--- src/ddi_pkg.sv ---
// Package for the digital input function select block: codes, resets, structs.
// Assumes a single clock domain; codes match the serial port values.
package ddi_pkg;
   localparam int NUM_TERM = 8;
   localparam logic [4:0] FC_NONE = 5'h00;
   localparam logic [4:0] FC_RESET = 5'h01;
   localparam logic [4:0] FC_FRZ_REF = 5'h02;
   localparam logic [4:0] FC_FRZ_OUT = 5'h03;
   localparam logic [4:0] FC_START_T18 = 5'h01;
   localparam logic [4:0] FC_REV_T19 = 5'h01;
   localparam logic [4:0] FC_REVSTART_T19 = 5'h02;
   localparam logic [4:0] FC_DCB_T19 = 5'h03;
   localparam logic [4:0] FC_COAST_T27 = 5'h00;
   localparam logic [4:0] FC_RSTCOAST_T27 = 5'h01;
   localparam logic [4:0] FC_DCB_T27 = 5'h02;
   localparam logic [4:0] FC_SAFE_T27 = 5'h03;
   localparam logic [4:0] FC_CODE4 = 5'h04;
   localparam logic [4:0] FC_CODE5 = 5'h05;
   localparam logic [4:0] FC_CODE6 = 5'h06;
   localparam logic [4:0] FC_CODE7 = 5'h07;
   localparam logic [4:0] FC_CODE8 = 5'h08;
   localparam logic [8:0] PAR_FIRST = 9'h12c;
   // Highest legal code per terminal 0..7
   localparam logic [4:0] MAX_T0 = 5'h0f;
   localparam logic [4:0] MAX_T1 = 5'h10;
   localparam logic [4:0] MAX_T2 = 5'h02;
   localparam logic [4:0] MAX_T3 = 5'h03;
   localparam logic [4:0] MAX_T4 = 5'h03;
   localparam logic [4:0] MAX_T5 = 5'h14;
   localparam logic [4:0] MAX_T6 = 5'h0f;
   localparam logic [4:0] MAX_T7 = 5'h0f;
   // Factory settings
   localparam logic [4:0] RST_T0 = 5'h01;
   localparam logic [4:0] RST_T1 = 5'h02;
   localparam logic [4:0] RST_T2 = 5'h01;
   localparam logic [4:0] RST_T3 = 5'h01;
   localparam logic [4:0] RST_T4 = 5'h03;
   localparam logic [4:0] RST_T5 = 5'h0c;
   localparam logic [4:0] RST_T6 = 5'h00;
   localparam logic [4:0] RST_T7 = 5'h00;

   typedef struct packed {
      logic       valid;
      logic [8:0] param;
      logic [4:0] code;
   } ddi_wr_t;

   typedef struct packed {
      logic       reset_pulse;
      logic       coast;
      logic       dc_brake;
      logic       ext_fault;
      logic       run;
      logic       reverse;
      logic       freeze_ref;
      logic       freeze_out;
      logic [1:0] setup_sel;
      logic [1:0] preset_sel;
   } ddi_cmd_t;
endpackage

--- src/ddi_func_sel.sv ---
// Digital input function select and command decode for eight terminals.
// Assumes terminal levels arrive asynchronously; writes come from the same clock.
`timescale 1ns/1ns
`default_nettype none
module ddi_func_sel
   import ddi_pkg::*;
(
   input  wire logic                clk,
   input  wire logic                rst_b,
   input  wire logic [NUM_TERM-1:0] term_in,
   input  wire ddi_wr_t             sel_wr,
   input  wire logic                closed_loop,
   input  wire logic                multi_setup,
   input  wire logic                brake_cfg_ok,
   input  wire logic                trip_locked,
   input  wire logic                alarm_set,
   input  wire logic                off_stop_key,
   output logic                     sel_wr_err,
   output ddi_cmd_t                 cmd,
   output logic                     alarm_pending,
   output logic                     safety_out,
   output logic [NUM_TERM*5-1:0]    sel_rd
);
   logic [NUM_TERM-1:0] sync1_q, sync2_q, lvl_q;
   logic [4:0]          sel_q [NUM_TERM];
   logic                err_q, alarm_q, fault_q, safe_q;
   ddi_cmd_t            cmd_q, cmd_d;
   logic [1:0]          setup_hold_q;

   // Legal code check per terminal, gaps excluded
   function automatic logic code_ok(input logic [2:0] t, input logic [4:0] c);
      logic ok;
      ok = 1'b0;
      unique case (t)
         3'h0: ok = (c <= MAX_T0) && (c != 5'h0d) && (c != 5'h0e);
         3'h1: ok = (c <= MAX_T1) && (c != 5'h0e) && (c != 5'h0f);
         3'h2: ok = (c <= MAX_T2);
         3'h3: ok = (c <= MAX_T3);
         3'h4: ok = (c <= MAX_T4);
         3'h5: ok = (c <= MAX_T5) && (c != 5'h12);
         3'h6: ok = (c <= MAX_T6);
         3'h7: ok = (c <= MAX_T7);
      endcase
      return ok;
   endfunction

   function automatic logic [4:0] rst_code(input int t);
      logic [4:0] r;
      r = RST_T0;
      unique case (t)
         0: r = RST_T0;
         1: r = RST_T1;
         2: r = RST_T2;
         3: r = RST_T3;
         4: r = RST_T4;
         5: r = RST_T5;
         6: r = RST_T6;
         default: r = RST_T7;
      endcase
      return r;
   endfunction

   // Write decode
   wire [8:0] wr_idx9 = sel_wr.param - PAR_FIRST;
   wire       wr_hit  = sel_wr.valid && (sel_wr.param >= PAR_FIRST)
                        && (wr_idx9 < 9'h008);
   wire [2:0] wr_idx  = wr_idx9[2:0];
   wire       wr_good = wr_hit && code_ok(wr_idx, sel_wr.code);

   // Selectors
   always_ff @(posedge clk) begin
      for (int i = 0; i < NUM_TERM; i++) begin
         if (!rst_b) begin
            sel_q[i] <= rst_code(i);
         end else if (wr_good && (wr_idx == 3'(i))) begin
            sel_q[i] <= sel_wr.code;
         end
      end
   end

   // Write error flag
   always_ff @(posedge clk) begin
      if (!rst_b) err_q <= 1'b0;
      else        err_q <= sel_wr.valid && !wr_good;
   end

   // Two-stage synchroniser then level history, running through reset
   // Pin level is settled at release, so no false edge follows reset
   // Reset must span at least three clock edges for this to hold
   always_ff @(posedge clk) begin
      sync1_q <= term_in;
      sync2_q <= sync1_q;
      lvl_q   <= sync2_q;
   end

   wire [NUM_TERM-1:0] rise = sync2_q & ~lvl_q;
   wire [NUM_TERM-1:0] fall = ~sync2_q & lvl_q;
   wire [NUM_TERM-1:0] lvl  = sync2_q;

   // Per-terminal function hits; none codes hit nothing
   wire [NUM_TERM-1:0] is_rst, is_frzr, is_frzo;
   for (genvar g = 0; g < NUM_TERM; g++) begin : g_gen
      wire gen_t = (g != 2) && (g != 3) && (g != 4);
      assign is_rst[g]  = gen_t && (sel_q[g] == FC_RESET);
      assign is_frzr[g] = gen_t && (sel_q[g] == FC_FRZ_REF);
      assign is_frzo[g] = gen_t && (sel_q[g] == FC_FRZ_OUT);
   end

   // Coast terminal (27), terminal 19 and start terminal 18 decode
   wire t27_coast = (sel_q[4] == FC_COAST_T27) && !lvl[4];
   wire t27_rc    = (sel_q[4] == FC_RSTCOAST_T27);
   wire t27_dcb   = (sel_q[4] == FC_DCB_T27) && !lvl[4];
   wire t27_safe  = (sel_q[4] == FC_SAFE_T27) && !lvl[4];
   wire t19_rev   = (sel_q[3] == FC_REV_T19) && lvl[3] && !closed_loop;
   wire t19_rs    = (sel_q[3] == FC_REVSTART_T19) && lvl[3] && !closed_loop;
   wire t19_dcb   = (sel_q[3] == FC_DCB_T19) && !lvl[3];
   wire t18_run   = (sel_q[2] == FC_START_T18) && lvl[2];

   // Setup and preset bits
   wire su_lo = ((sel_q[0] == FC_CODE4) && lvl[0]) || ((sel_q[5] == FC_CODE4) && lvl[5])
              || ((sel_q[6] == FC_CODE4) && lvl[6]);
   wire su_hi = ((sel_q[1] == FC_CODE4) && lvl[1]) || ((sel_q[5] == FC_CODE5) && lvl[5])
              || ((sel_q[7] == FC_CODE4) && lvl[7]);
   wire pr_lo = ((sel_q[0] == FC_CODE6) && lvl[0]) || ((sel_q[5] == FC_CODE7) && lvl[5])
              || ((sel_q[6] == FC_CODE6) && lvl[6]);
   wire pr_hi = ((sel_q[1] == FC_CODE6) && lvl[1]) || ((sel_q[5] == FC_CODE8) && lvl[5])
              || ((sel_q[7] == FC_CODE6) && lvl[7]);

   wire rst_evt = (|(is_rst & rise)) || (t27_rc && fall[4]);

   // Command assembly
   always_comb begin
      cmd_d             = '0;
      cmd_d.reset_pulse = rst_evt;
      cmd_d.coast       = t27_coast || t27_safe || (t27_rc && !lvl[4]);
      cmd_d.dc_brake    = (t27_dcb || t19_dcb) && brake_cfg_ok;
      cmd_d.ext_fault   = fault_q;
      cmd_d.run         = t18_run || t19_rs;
      cmd_d.reverse     = t19_rev || t19_rs;
      cmd_d.freeze_ref  = |(is_frzr & lvl);
      cmd_d.freeze_out  = |(is_frzo & lvl);
      cmd_d.setup_sel   = multi_setup ? {su_hi, su_lo} : setup_hold_q;
      cmd_d.preset_sel  = {pr_hi, pr_lo};
   end

   // Command, alarm and fault registers; set wins over clear
   always_ff @(posedge clk) begin
      if (!rst_b) begin
         cmd_q        <= '0;
         alarm_q      <= 1'b0;
         fault_q      <= 1'b0;
         safe_q       <= 1'b0;
         setup_hold_q <= 2'h0;
      end else begin
         cmd_q        <= cmd_d;
         setup_hold_q <= cmd_d.setup_sel;
         if (alarm_set || t27_safe)             alarm_q <= 1'b1;
         else if (rst_evt && !trip_locked)      alarm_q <= 1'b0;
         if (t27_safe)                          fault_q <= 1'b1;
         else if (rst_evt || off_stop_key)      fault_q <= 1'b0;
         safe_q       <= t27_safe || fault_q;
      end
   end

   assign cmd           = cmd_q;
   assign alarm_pending = alarm_q;
   assign safety_out    = safe_q;
   assign sel_wr_err    = err_q;
   for (genvar g = 0; g < NUM_TERM; g++) begin : g_rd
      assign sel_rd[g*5 +: 5] = sel_q[g];
   end

   // Checks
   coast_low_a: assert property (@(posedge clk) disable iff (!rst_b)
      (sel_q[4] == FC_COAST_T27 && !sync2_q[4]) |=> cmd.coast)
      else $error("coast not asserted");
   start_lvl_a: assert property (@(posedge clk) disable iff (!rst_b)
      (sel_q[2] == FC_START_T18) |=> (cmd.run == $past(sync2_q[2]) || $past(t19_rs)))
      else $error("run mismatch");
   rev_cl_a: assert property (@(posedge clk) disable iff (!rst_b)
      closed_loop && $stable(closed_loop) |=> !cmd.reverse)
      else $error("reverse in closed loop");
   brake_cfg_a: assert property (@(posedge clk) disable iff (!rst_b)
      !brake_cfg_ok |=> !cmd.dc_brake)
      else $error("brake without config");
   bad_code_a: assert property (@(posedge clk) disable iff (!rst_b)
      (sel_wr.valid && !wr_good) |=> (sel_rd == $past(sel_rd)) && sel_wr_err)
      else $error("bad code accepted");
   sync_delay_a: assert property (@(posedge clk) disable iff (!rst_b)
      $rose(sync2_q[0]) |-> $past(term_in[0], 2))
      else $error("sync depth wrong");
   safe_fault_a: assert property (@(posedge clk) disable iff (!rst_b)
      t27_safe |=> cmd_d.ext_fault ##1 safety_out)
      else $error("fault not raised");
   reset_edge_a: assert property (@(posedge clk) disable iff (!rst_b)
      (sel_q[0] == FC_RESET && sync2_q[0] && !lvl_q[0]) |=> cmd.reset_pulse)
      else $error("reset edge missed");
   no_edge_a: assert property (@(posedge clk) disable iff (!rst_b)
      (sync2_q == lvl_q) |=> !cmd.reset_pulse)
      else $error("reset pulse without edge");
   none_ign_a: assert property (@(posedge clk) disable iff (!rst_b)
      (sel_q[0] == FC_NONE && sync2_q[0] != lvl_q[0] && sync2_q[7:1] == lvl_q[7:1])
      |=> !cmd.reset_pulse)
      else $error("none terminal acted");
   cov_reset: cover property (@(posedge clk) disable iff (!rst_b) cmd.reset_pulse);
   cov_safe: cover property (@(posedge clk) disable iff (!rst_b) $rose(safety_out));
   cov_setup: cover property (@(posedge clk) disable iff (!rst_b) cmd.setup_sel == 2'h3);
   cov_err: cover property (@(posedge clk) disable iff (!rst_b) sel_wr_err);
endmodule // ddi_func_sel
`default_nettype wire

--- config.mk ---
export PLATFORM = sky130hd
export DESIGN_NAME = ddi_func_sel
export DESIGN_NICKNAME = d
export VERILOG_FILES = /design/src/ddi_pkg.sv /design/src/ddi_func_sel.sv
export SDC_FILE = /design/constraint.sdc
export NUM_CORES = 1
export LEC_CHECK = 0
export BUFFER_PORTS_ARGS = -buffer_cell sky130_fd_sc_hd__buf_4
export CORE_MARGIN = 3
export CORE_UTILIZATION = 53
export CTS_BUF_LIST = sky130_fd_sc_hd__clkbuf_16
export DETAILED_ROUTE_END_ITERATION = 16
export PLACE_DENSITY = 0.85
export RECOVER_POWER = 50
export SYNTH_ARGS = -nofsm -noshare
export SYNTH_HDL_FRONTEND = slang
export SYNTH_SLANG_ARGS = --single-unit
--- constraint.sdc ---
create_clock -name clk -period 3.4 [get_ports clk]
set_clock_uncertainty 0.1 [all_clocks]
set_input_delay 0.34 -clock clk [delete_from_list [all_inputs] [get_ports clk]]
set_output_delay 0.34 -clock clk [all_outputs]
set_load 0.1 [all_outputs]
==> flow_metrics.env, run 1 <==
export IMPL_grt_ovfl_total=0
export IMPL_grt_pass1_wl_mm=13.64
export IMPL_hold_start="term_in[1]"
export IMPL_cts_max_path_buffers=2
export IMPL_grt_max_degree=28
export IMPL_cts_sinks=78
export IMPL_tightestPinTransition_ns=1.216
export IMPL_dp_hpwl_mm=5.951
export IMPL_antenna_found_initial=0
export IMPL_synthToLayoutAreaGrowth_pct=26.14
export IMPL_hold_end="sync1_q[1]"
export IMPL_gp_congestion=0.9034
export IMPL_cap_violations=0
export IMPL_place_area_sq_um=4058
export IMPL_ys_types=62
export IMPL_htreeDepth=3
export IMPL_crit_start="sel_wr[7]"
export IMPL_drive_gt1_share_pct=15.04
export IMPL_swShare_pct=29.68
export IMPL_crit_required_ns=3.26
export IMPL_final_antenna_net_count=0
export IMPL_yosys_area_top_type_share_pct=35.70
export IMPL_die_y_um=85.68
export IMPL_synth_seq_cells=78
export IMPL_grtUsageTotal_pct=24.12
export IMPL_crit_family="compound AO/OA/AOI/OAI gates"
export IMPL_ff2ff_path_depth=4
export IMPL_combinationalPowerShare_pct=16.8
export IMPL_seqPwrFrac_pct=41.3
export IMPL_synth_most_common_cell="edfxtp_1"
export IMPL_grt_pass1_vias=2753
export IMPL_drt_wl_total_mm=8.508
export IMPL_holdPathStages=1
export IMPL_fin_crit_ns=2.729
export IMPL_r2r_start="sel_q[1][18]"
export IMPL_fillCellCount=457
export IMPL_status="finished clean"
export IMPL_crit_buf_inv=1
export IMPL_grt_setup_unrepaired="false"
export IMPL_arrival_ns=2.59
export IMPL_cp_end_kind="flip-flop"
export IMPL_path_cells="buf_4 -> ha_1 -> nand4bb_1 -> nor4_1 -> a21oi_2 -> o31ai_1"
export IMPL_die_x_um=85.68
export IMPL_fin_crit_sh_pct=80.27
export IMPL_root_buffer="clkbuf_16"
export IMPL_switchingPower_mw=0.7749
export IMPL_cts_buffers=9
export IMPL_coreArea_sq_um=6026
export IMPL_synth_top_cells_by_count="edfxtp_1, dfxtp_1, nand2_1"
export IMPL_crit_cells=6
export IMPL_syn_inst=298
export IMPL_floorplan_die_area_sq_um=7340
export IMPL_firstDrtPassIters=6
export IMPL_wire_per_inst_um=17.95
export IMPL_clkLatencyLatePin_ns=0.33
export IMPL_peakVddDrop_uv=483.9
export IMPL_drc=0
export IMPL_internal_power_mw=1.836
export IMPL_netlist_top_cells_area="edfxtp_1, dfxtp_1, nand3_1"
export IMPL_pwr_share_clk_pct=41.9
export IMPL_routed_via_density=6.133
export IMPL_p_leak_nw=1.530
export IMPL_cts_resized=0
export IMPL_fmax_ghz=0.3664
export IMPL_ios=86
export IMPL_rows=28
export IMPL_avgSynthCellArea_sq_um=11.29
export IMPL_pwr_density_cell_nw_per_um2=615.1
export IMPL_start_util_pct=55.83
export IMPL_r2r_end="alarm_pending"
export IMPL_fin_tns_setup_ns=0
export IMPL_clkTransAtPathRegs_ns=0.06
export IMPL_path_class="input pin to flip-flop"
export IMPL_portBuffers=85
export IMPL_async_reset_ff_share_pct=0
export IMPL_drtIter0Drc=286
export IMPL_yosysTopAreaCell="edfxtp_1"
export IMPL_synth_flop_cell="edfxtp_1"
export IMPL_reg2reg_slack_ns=1.54
export IMPL_cts_tree="built"
export IMPL_critPathSlowestCell="o31ai_1"
export IMPL_yosysSeqAreaShare_pct=58.31
export IMPL_insertedDiodeCount=0
export IMPL_setup_viol=0
export IMPL_hold_viol=0
export IMPL_cpPeakStageDelay_ns=0.81
export IMPL_critPathMaxFanout=27
export IMPL_hold_path_class="input pin to flip-flop"
export IMPL_multi_input_area_sq_um=1315
export IMPL_seqCellArea_sq_um=1962
export IMPL_drv_slew=0
export IMPL_synth_edf_count=40
export IMPL_slew_headroom_pct=18.90
export IMPL_nets=426
export IMPL_vias=2907
export IMPL_synth_warning_count=0
export IMPL_stdcell_area_sq_um=4244
export IMPL_netlist_area_sq_um=3364
export IMPL_startpoint_type="input pin"
-- cell type report --
| cell class | count | area share [%] |
|---|---|---|
| Clock inverter | 7 | 2.830 |
| Tap cell | 75 | 2.211 |
| Multi-Input combinational cell | 206 | 30.98 |
| Clock buffer | 9 | 5.307 |
| Inverter | 7 | 0.6191 |
| Timing Repair Buffer | 92 | 11.82 |
| Sequential cell | 78 | 46.23 |
-- flip-flops by register name, indices dropped and copies added, names as in the netlist --
name           flops
alarm_pending      1
cmd               10
fault_q            1
lvl                8
lvl_q              6
safety_out         1
sel_q             40
sel_wr_err         1
setup_hold_q       2
sync1_q            8
-- power groups by stage --
stage               clock network [mW]  registers [mW]  logic, mW
floorplan                            0            1.34      0.106
global placement                     0            1.09      0.452
CTS                               1.11            1.08      0.463
detailed placement                   0            1.10      0.459
global route                      1.15            1.08      0.456
finish                            1.09            1.08      0.440
-- metal layers --
| metal | vias to the layer above | wire length, um | GRT usage (%) | part of all wire (%) |
|---|---|---|---|---|
| li1 | 1331 | - | - | - |
| met1 | 1344 | 3377 | 30.01 | 40 |
| met2 | 200 | 4098 | 40.25 | 48 |
| met3 | 32 | 786 | 5.956 | 9.2 |
| met4 | 0 | 245 | 9.928 | 2.9 |
| met5 | - | 0 | 0 | 0 |
-- cell families (layout without fill, tap and decap cells) --
family,count (synthesis),after routing,share of synthesized area [%]
AND/OR/NAND/NOR,140,140,24.73
flip-flops,78,78,58.31
AO/OA/AOI/OAI,51,51,11.79
buffers and inverters,25,115,3.942
XOR/XNOR,2,2,0.7439
adder cells (fa/ha/maj),1,1,0.3718
other,1,12,0.1115
-- stage by stage --
stage                     utilization, %  setup slack, ns  power (mW)  hold WS (ns)  cells
after detailed placement           67.34           0.3471       1.556        0.2121    454
after global placement             67.34           0.5843       1.545        0.2100    454
final                              70.43           0.6709       2.611       0.03135    474
after floorplan                        -           0.8653       1.443        0.2096    309
after CTS                          73.40           0.7042       2.647     0.0009768    472
after global routing               70.43           0.4431       2.688       0.02240    474
-- layout by cell type, fill, tap and decap left out, types with 6 or more instances in the layout --
master / instances
nor3b_1: 6
clkbuf_1: 53
nor2_1: 17
dfxtp_1: 38
nand4_1: 10
inv_1: 7
clkbuf_16: 9
and3_1: 6
conb_1: 12
nand2_1: 24
nor4b_1: 7
nor4_1: 15
buf_4: 27
clkbuf_4: 8
nand3_1: 20
edfxtp_1: 40
-- worst max-delay path by stage --
stage                    to  slack, ns
2_1_floorplan  sel_q[0][10]       0.87
3_3_place_gp   sel_q[1][14]       0.58
3_5_place_dp    sel_q[1][2]       0.35
4_1_cts         sel_q[1][3]       0.70
5_1_grt         sel_q[1][3]       0.44
6_report        sel_q[1][3]       0.67
-- timing repair --
item	CTS	global route
endpoints found under the hold margin	2	2
setup buffers	0	0
hold buffers	2	2
Power figures use the tool's default switching activity.
==> inputs of run 2 (changes only) <==
- CORE_UTILIZATION: 53 -> 47
- PLACE_DENSITY: 0.85 -> 0.8
- clock period: 3.4 -> 2.3 ns (I/O delays scaled with it)
==> run 2 against run 1 <==
Net effect:
- critical path depth increased by 2
- sequential cell count unchanged
- highest routed layer unchanged
- routed wire length increased by 0.11%
- non-clock buffer count increased by 24
- die area increased by 12%
- sequential power increased by 47%
- sequential share of layout area decreased by 2.0 points
- worst hold slack got worse by 0.00065 ns
==> flow_metrics.env, run 2 (synthesis gave the netlist of run 1 again) <==
export IMPL_startpoint_type="input pin"
export IMPL_peakVddDrop_uv=363.3
export IMPL_fillCellCount=552
export IMPL_dp_cells=493
export IMPL_grt_pass1_vias=2765
export IMPL_ios=86
export IMPL_fin_crit_ns=2.147
export IMPL_rows=30
export IMPL_root_buffer="clkbuf_16"
export IMPL_routed_via_density=5.590
export IMPL_crit_required_ns=2.25
export IMPL_fin_tns_setup_ns=0
export IMPL_critPathMaxFanout=8
export IMPL_setup_viol=0
export IMPL_cts_tree="built"
export IMPL_grt_setup_unrepaired="false"
export IMPL_htreeDepth=3
export IMPL_final_antenna_net_count=0
export IMPL_die_x_um=90.61
export IMPL_start_util_pct=48.98
export IMPL_final_cells=519
export IMPL_gp_congestion=0.9412
export IMPL_coreArea_sq_um=6869
export IMPL_top_register="sel_q"
export IMPL_status="finished clean"
export IMPL_synthToLayoutAreaGrowth_pct=31.80
export IMPL_cts_sinks=78
export IMPL_cts_max_path_buffers=2
export IMPL_slew_headroom_pct=19.80
export IMPL_grt_ovfl_total=0
export IMPL_fin_crit_sh_pct=93.36
export IMPL_drive_gt1_share_pct=20.57
export IMPL_grt_max_degree=25
export IMPL_seqCellArea_sq_um=1962
export IMPL_p_leak_nw=1.643
export IMPL_hold_path_class="input pin to flip-flop"
export IMPL_finalPower_mw=3.634
export IMPL_cts_buffers=9
export IMPL_tightestPinTransition_ns=1.208
export IMPL_grt_pass1_wl_mm=13.68
export IMPL_drc=0
export IMPL_fmax_ghz=0.4657
export IMPL_pwr_density_cell_nw_per_um2=819.6
export IMPL_hold_buffers=10
export IMPL_cap_violations=0
export IMPL_multi_input_area_sq_um=1330
export IMPL_path_class="input pin to flip-flop"
export IMPL_layout_common_cells="buf_4, clkbuf_1, edfxtp_1, dfxtp_1, nand2_1"
export IMPL_firstDrtPassIters=5
export IMPL_largest_reg_flops=40
export IMPL_antenna_found_initial=0
export IMPL_fin_util_pct=64.55
export IMPL_wire_per_inst_um=16.41
export IMPL_drt_wl_total_mm=8.517
export IMPL_cts_setup_buffers=0
export IMPL_hold_viol=0
export IMPL_pre_cts_ws_ns=-0.1120
export IMPL_grtUsageTotal_pct=20.95
export IMPL_floorplan_die_area_sq_um=8209
export IMPL_reg2reg_slack_ns=0.47
export IMPL_die_y_um=90.61
export IMPL_clkLatencyLatePin_ns=0.33
export IMPL_worst_slack_ns=0.1528
export IMPL_insertedDiodeCount=0
export IMPL_drv_slew=0
export IMPL_portBuffers=85
export IMPL_vias=2901
export IMPL_dp_hpwl_mm=5.937
export IMPL_arrival_ns=2.09
export IMPL_cts_resized=0
export IMPL_cp_end_kind="flip-flop"
export IMPL_nets=450
export IMPL_drtIter0Drc=198
export IMPL_clkTransAtPathRegs_ns=0.06
[run 2: cell type report]
cell class	instances	share of cell area [%]
Timing Repair Buffer	116	15.89
Tap cell	96	2.709
Sequential cell	78	44.24
Multi-Input combinational cell	206	29.99
Clock buffer	9	5.079
Inverter	7	0.5926
Clock inverter	7	1.495
[run 2: worst max-delay path, stage by stage]
cell,delay (ns)
buf_4,0.11
ha_1,0.27
nand4bb_1,0.23
nor3b_1,0.35
a21oi_2,0.20
buf_4,0.20
o31ai_2,0.29
buf_4,0.20
[run 2: path summary, 6_finish.rpt]
kind / to / start / depth (start not counted)
setup / recovery: sel_q[1][10] / sel_wr[7] / 8
hold / removal: cmd[9] / brake_cfg_ok / 2
setup reg to reg: alarm_pending / sel_q[1][18] / 4
hold reg to reg: lvl[3] / sync1_q[3] / 0
[run 2: routing by layer]
| metal | GRT usage (%) | wire length (um) |
|---|---|---|
| met2 | 34.28 | 4120 |
| met4 | 9.949 | 270 |
| met1 | 25.53 | 3481 |
| met5 | 0 | 0 |
| met3 | 5.833 | 645 |
[run 2: power breakdown]
part	switching (mW)	total [mW]	internal, mW
Combinational	0.540	0.680	0.140
Sequential	0.0555	1.59	1.54
Clock	0.532	1.36	0.831
Total	1.13	3.63	2.51
[run 2: through the flow]
| stage | instance area, sq um | hold slack (ns) |
|---|---|---|
| CTS | 4626 | 0.02469 |
| finish | 4434 | 0.03070 |
| global placement | 4234 | 0.2111 |
| global route | 4434 | 0.02244 |
| detailed placement | 4234 | 0.2128 |
| floorplan | 3421 | 0.1577 |
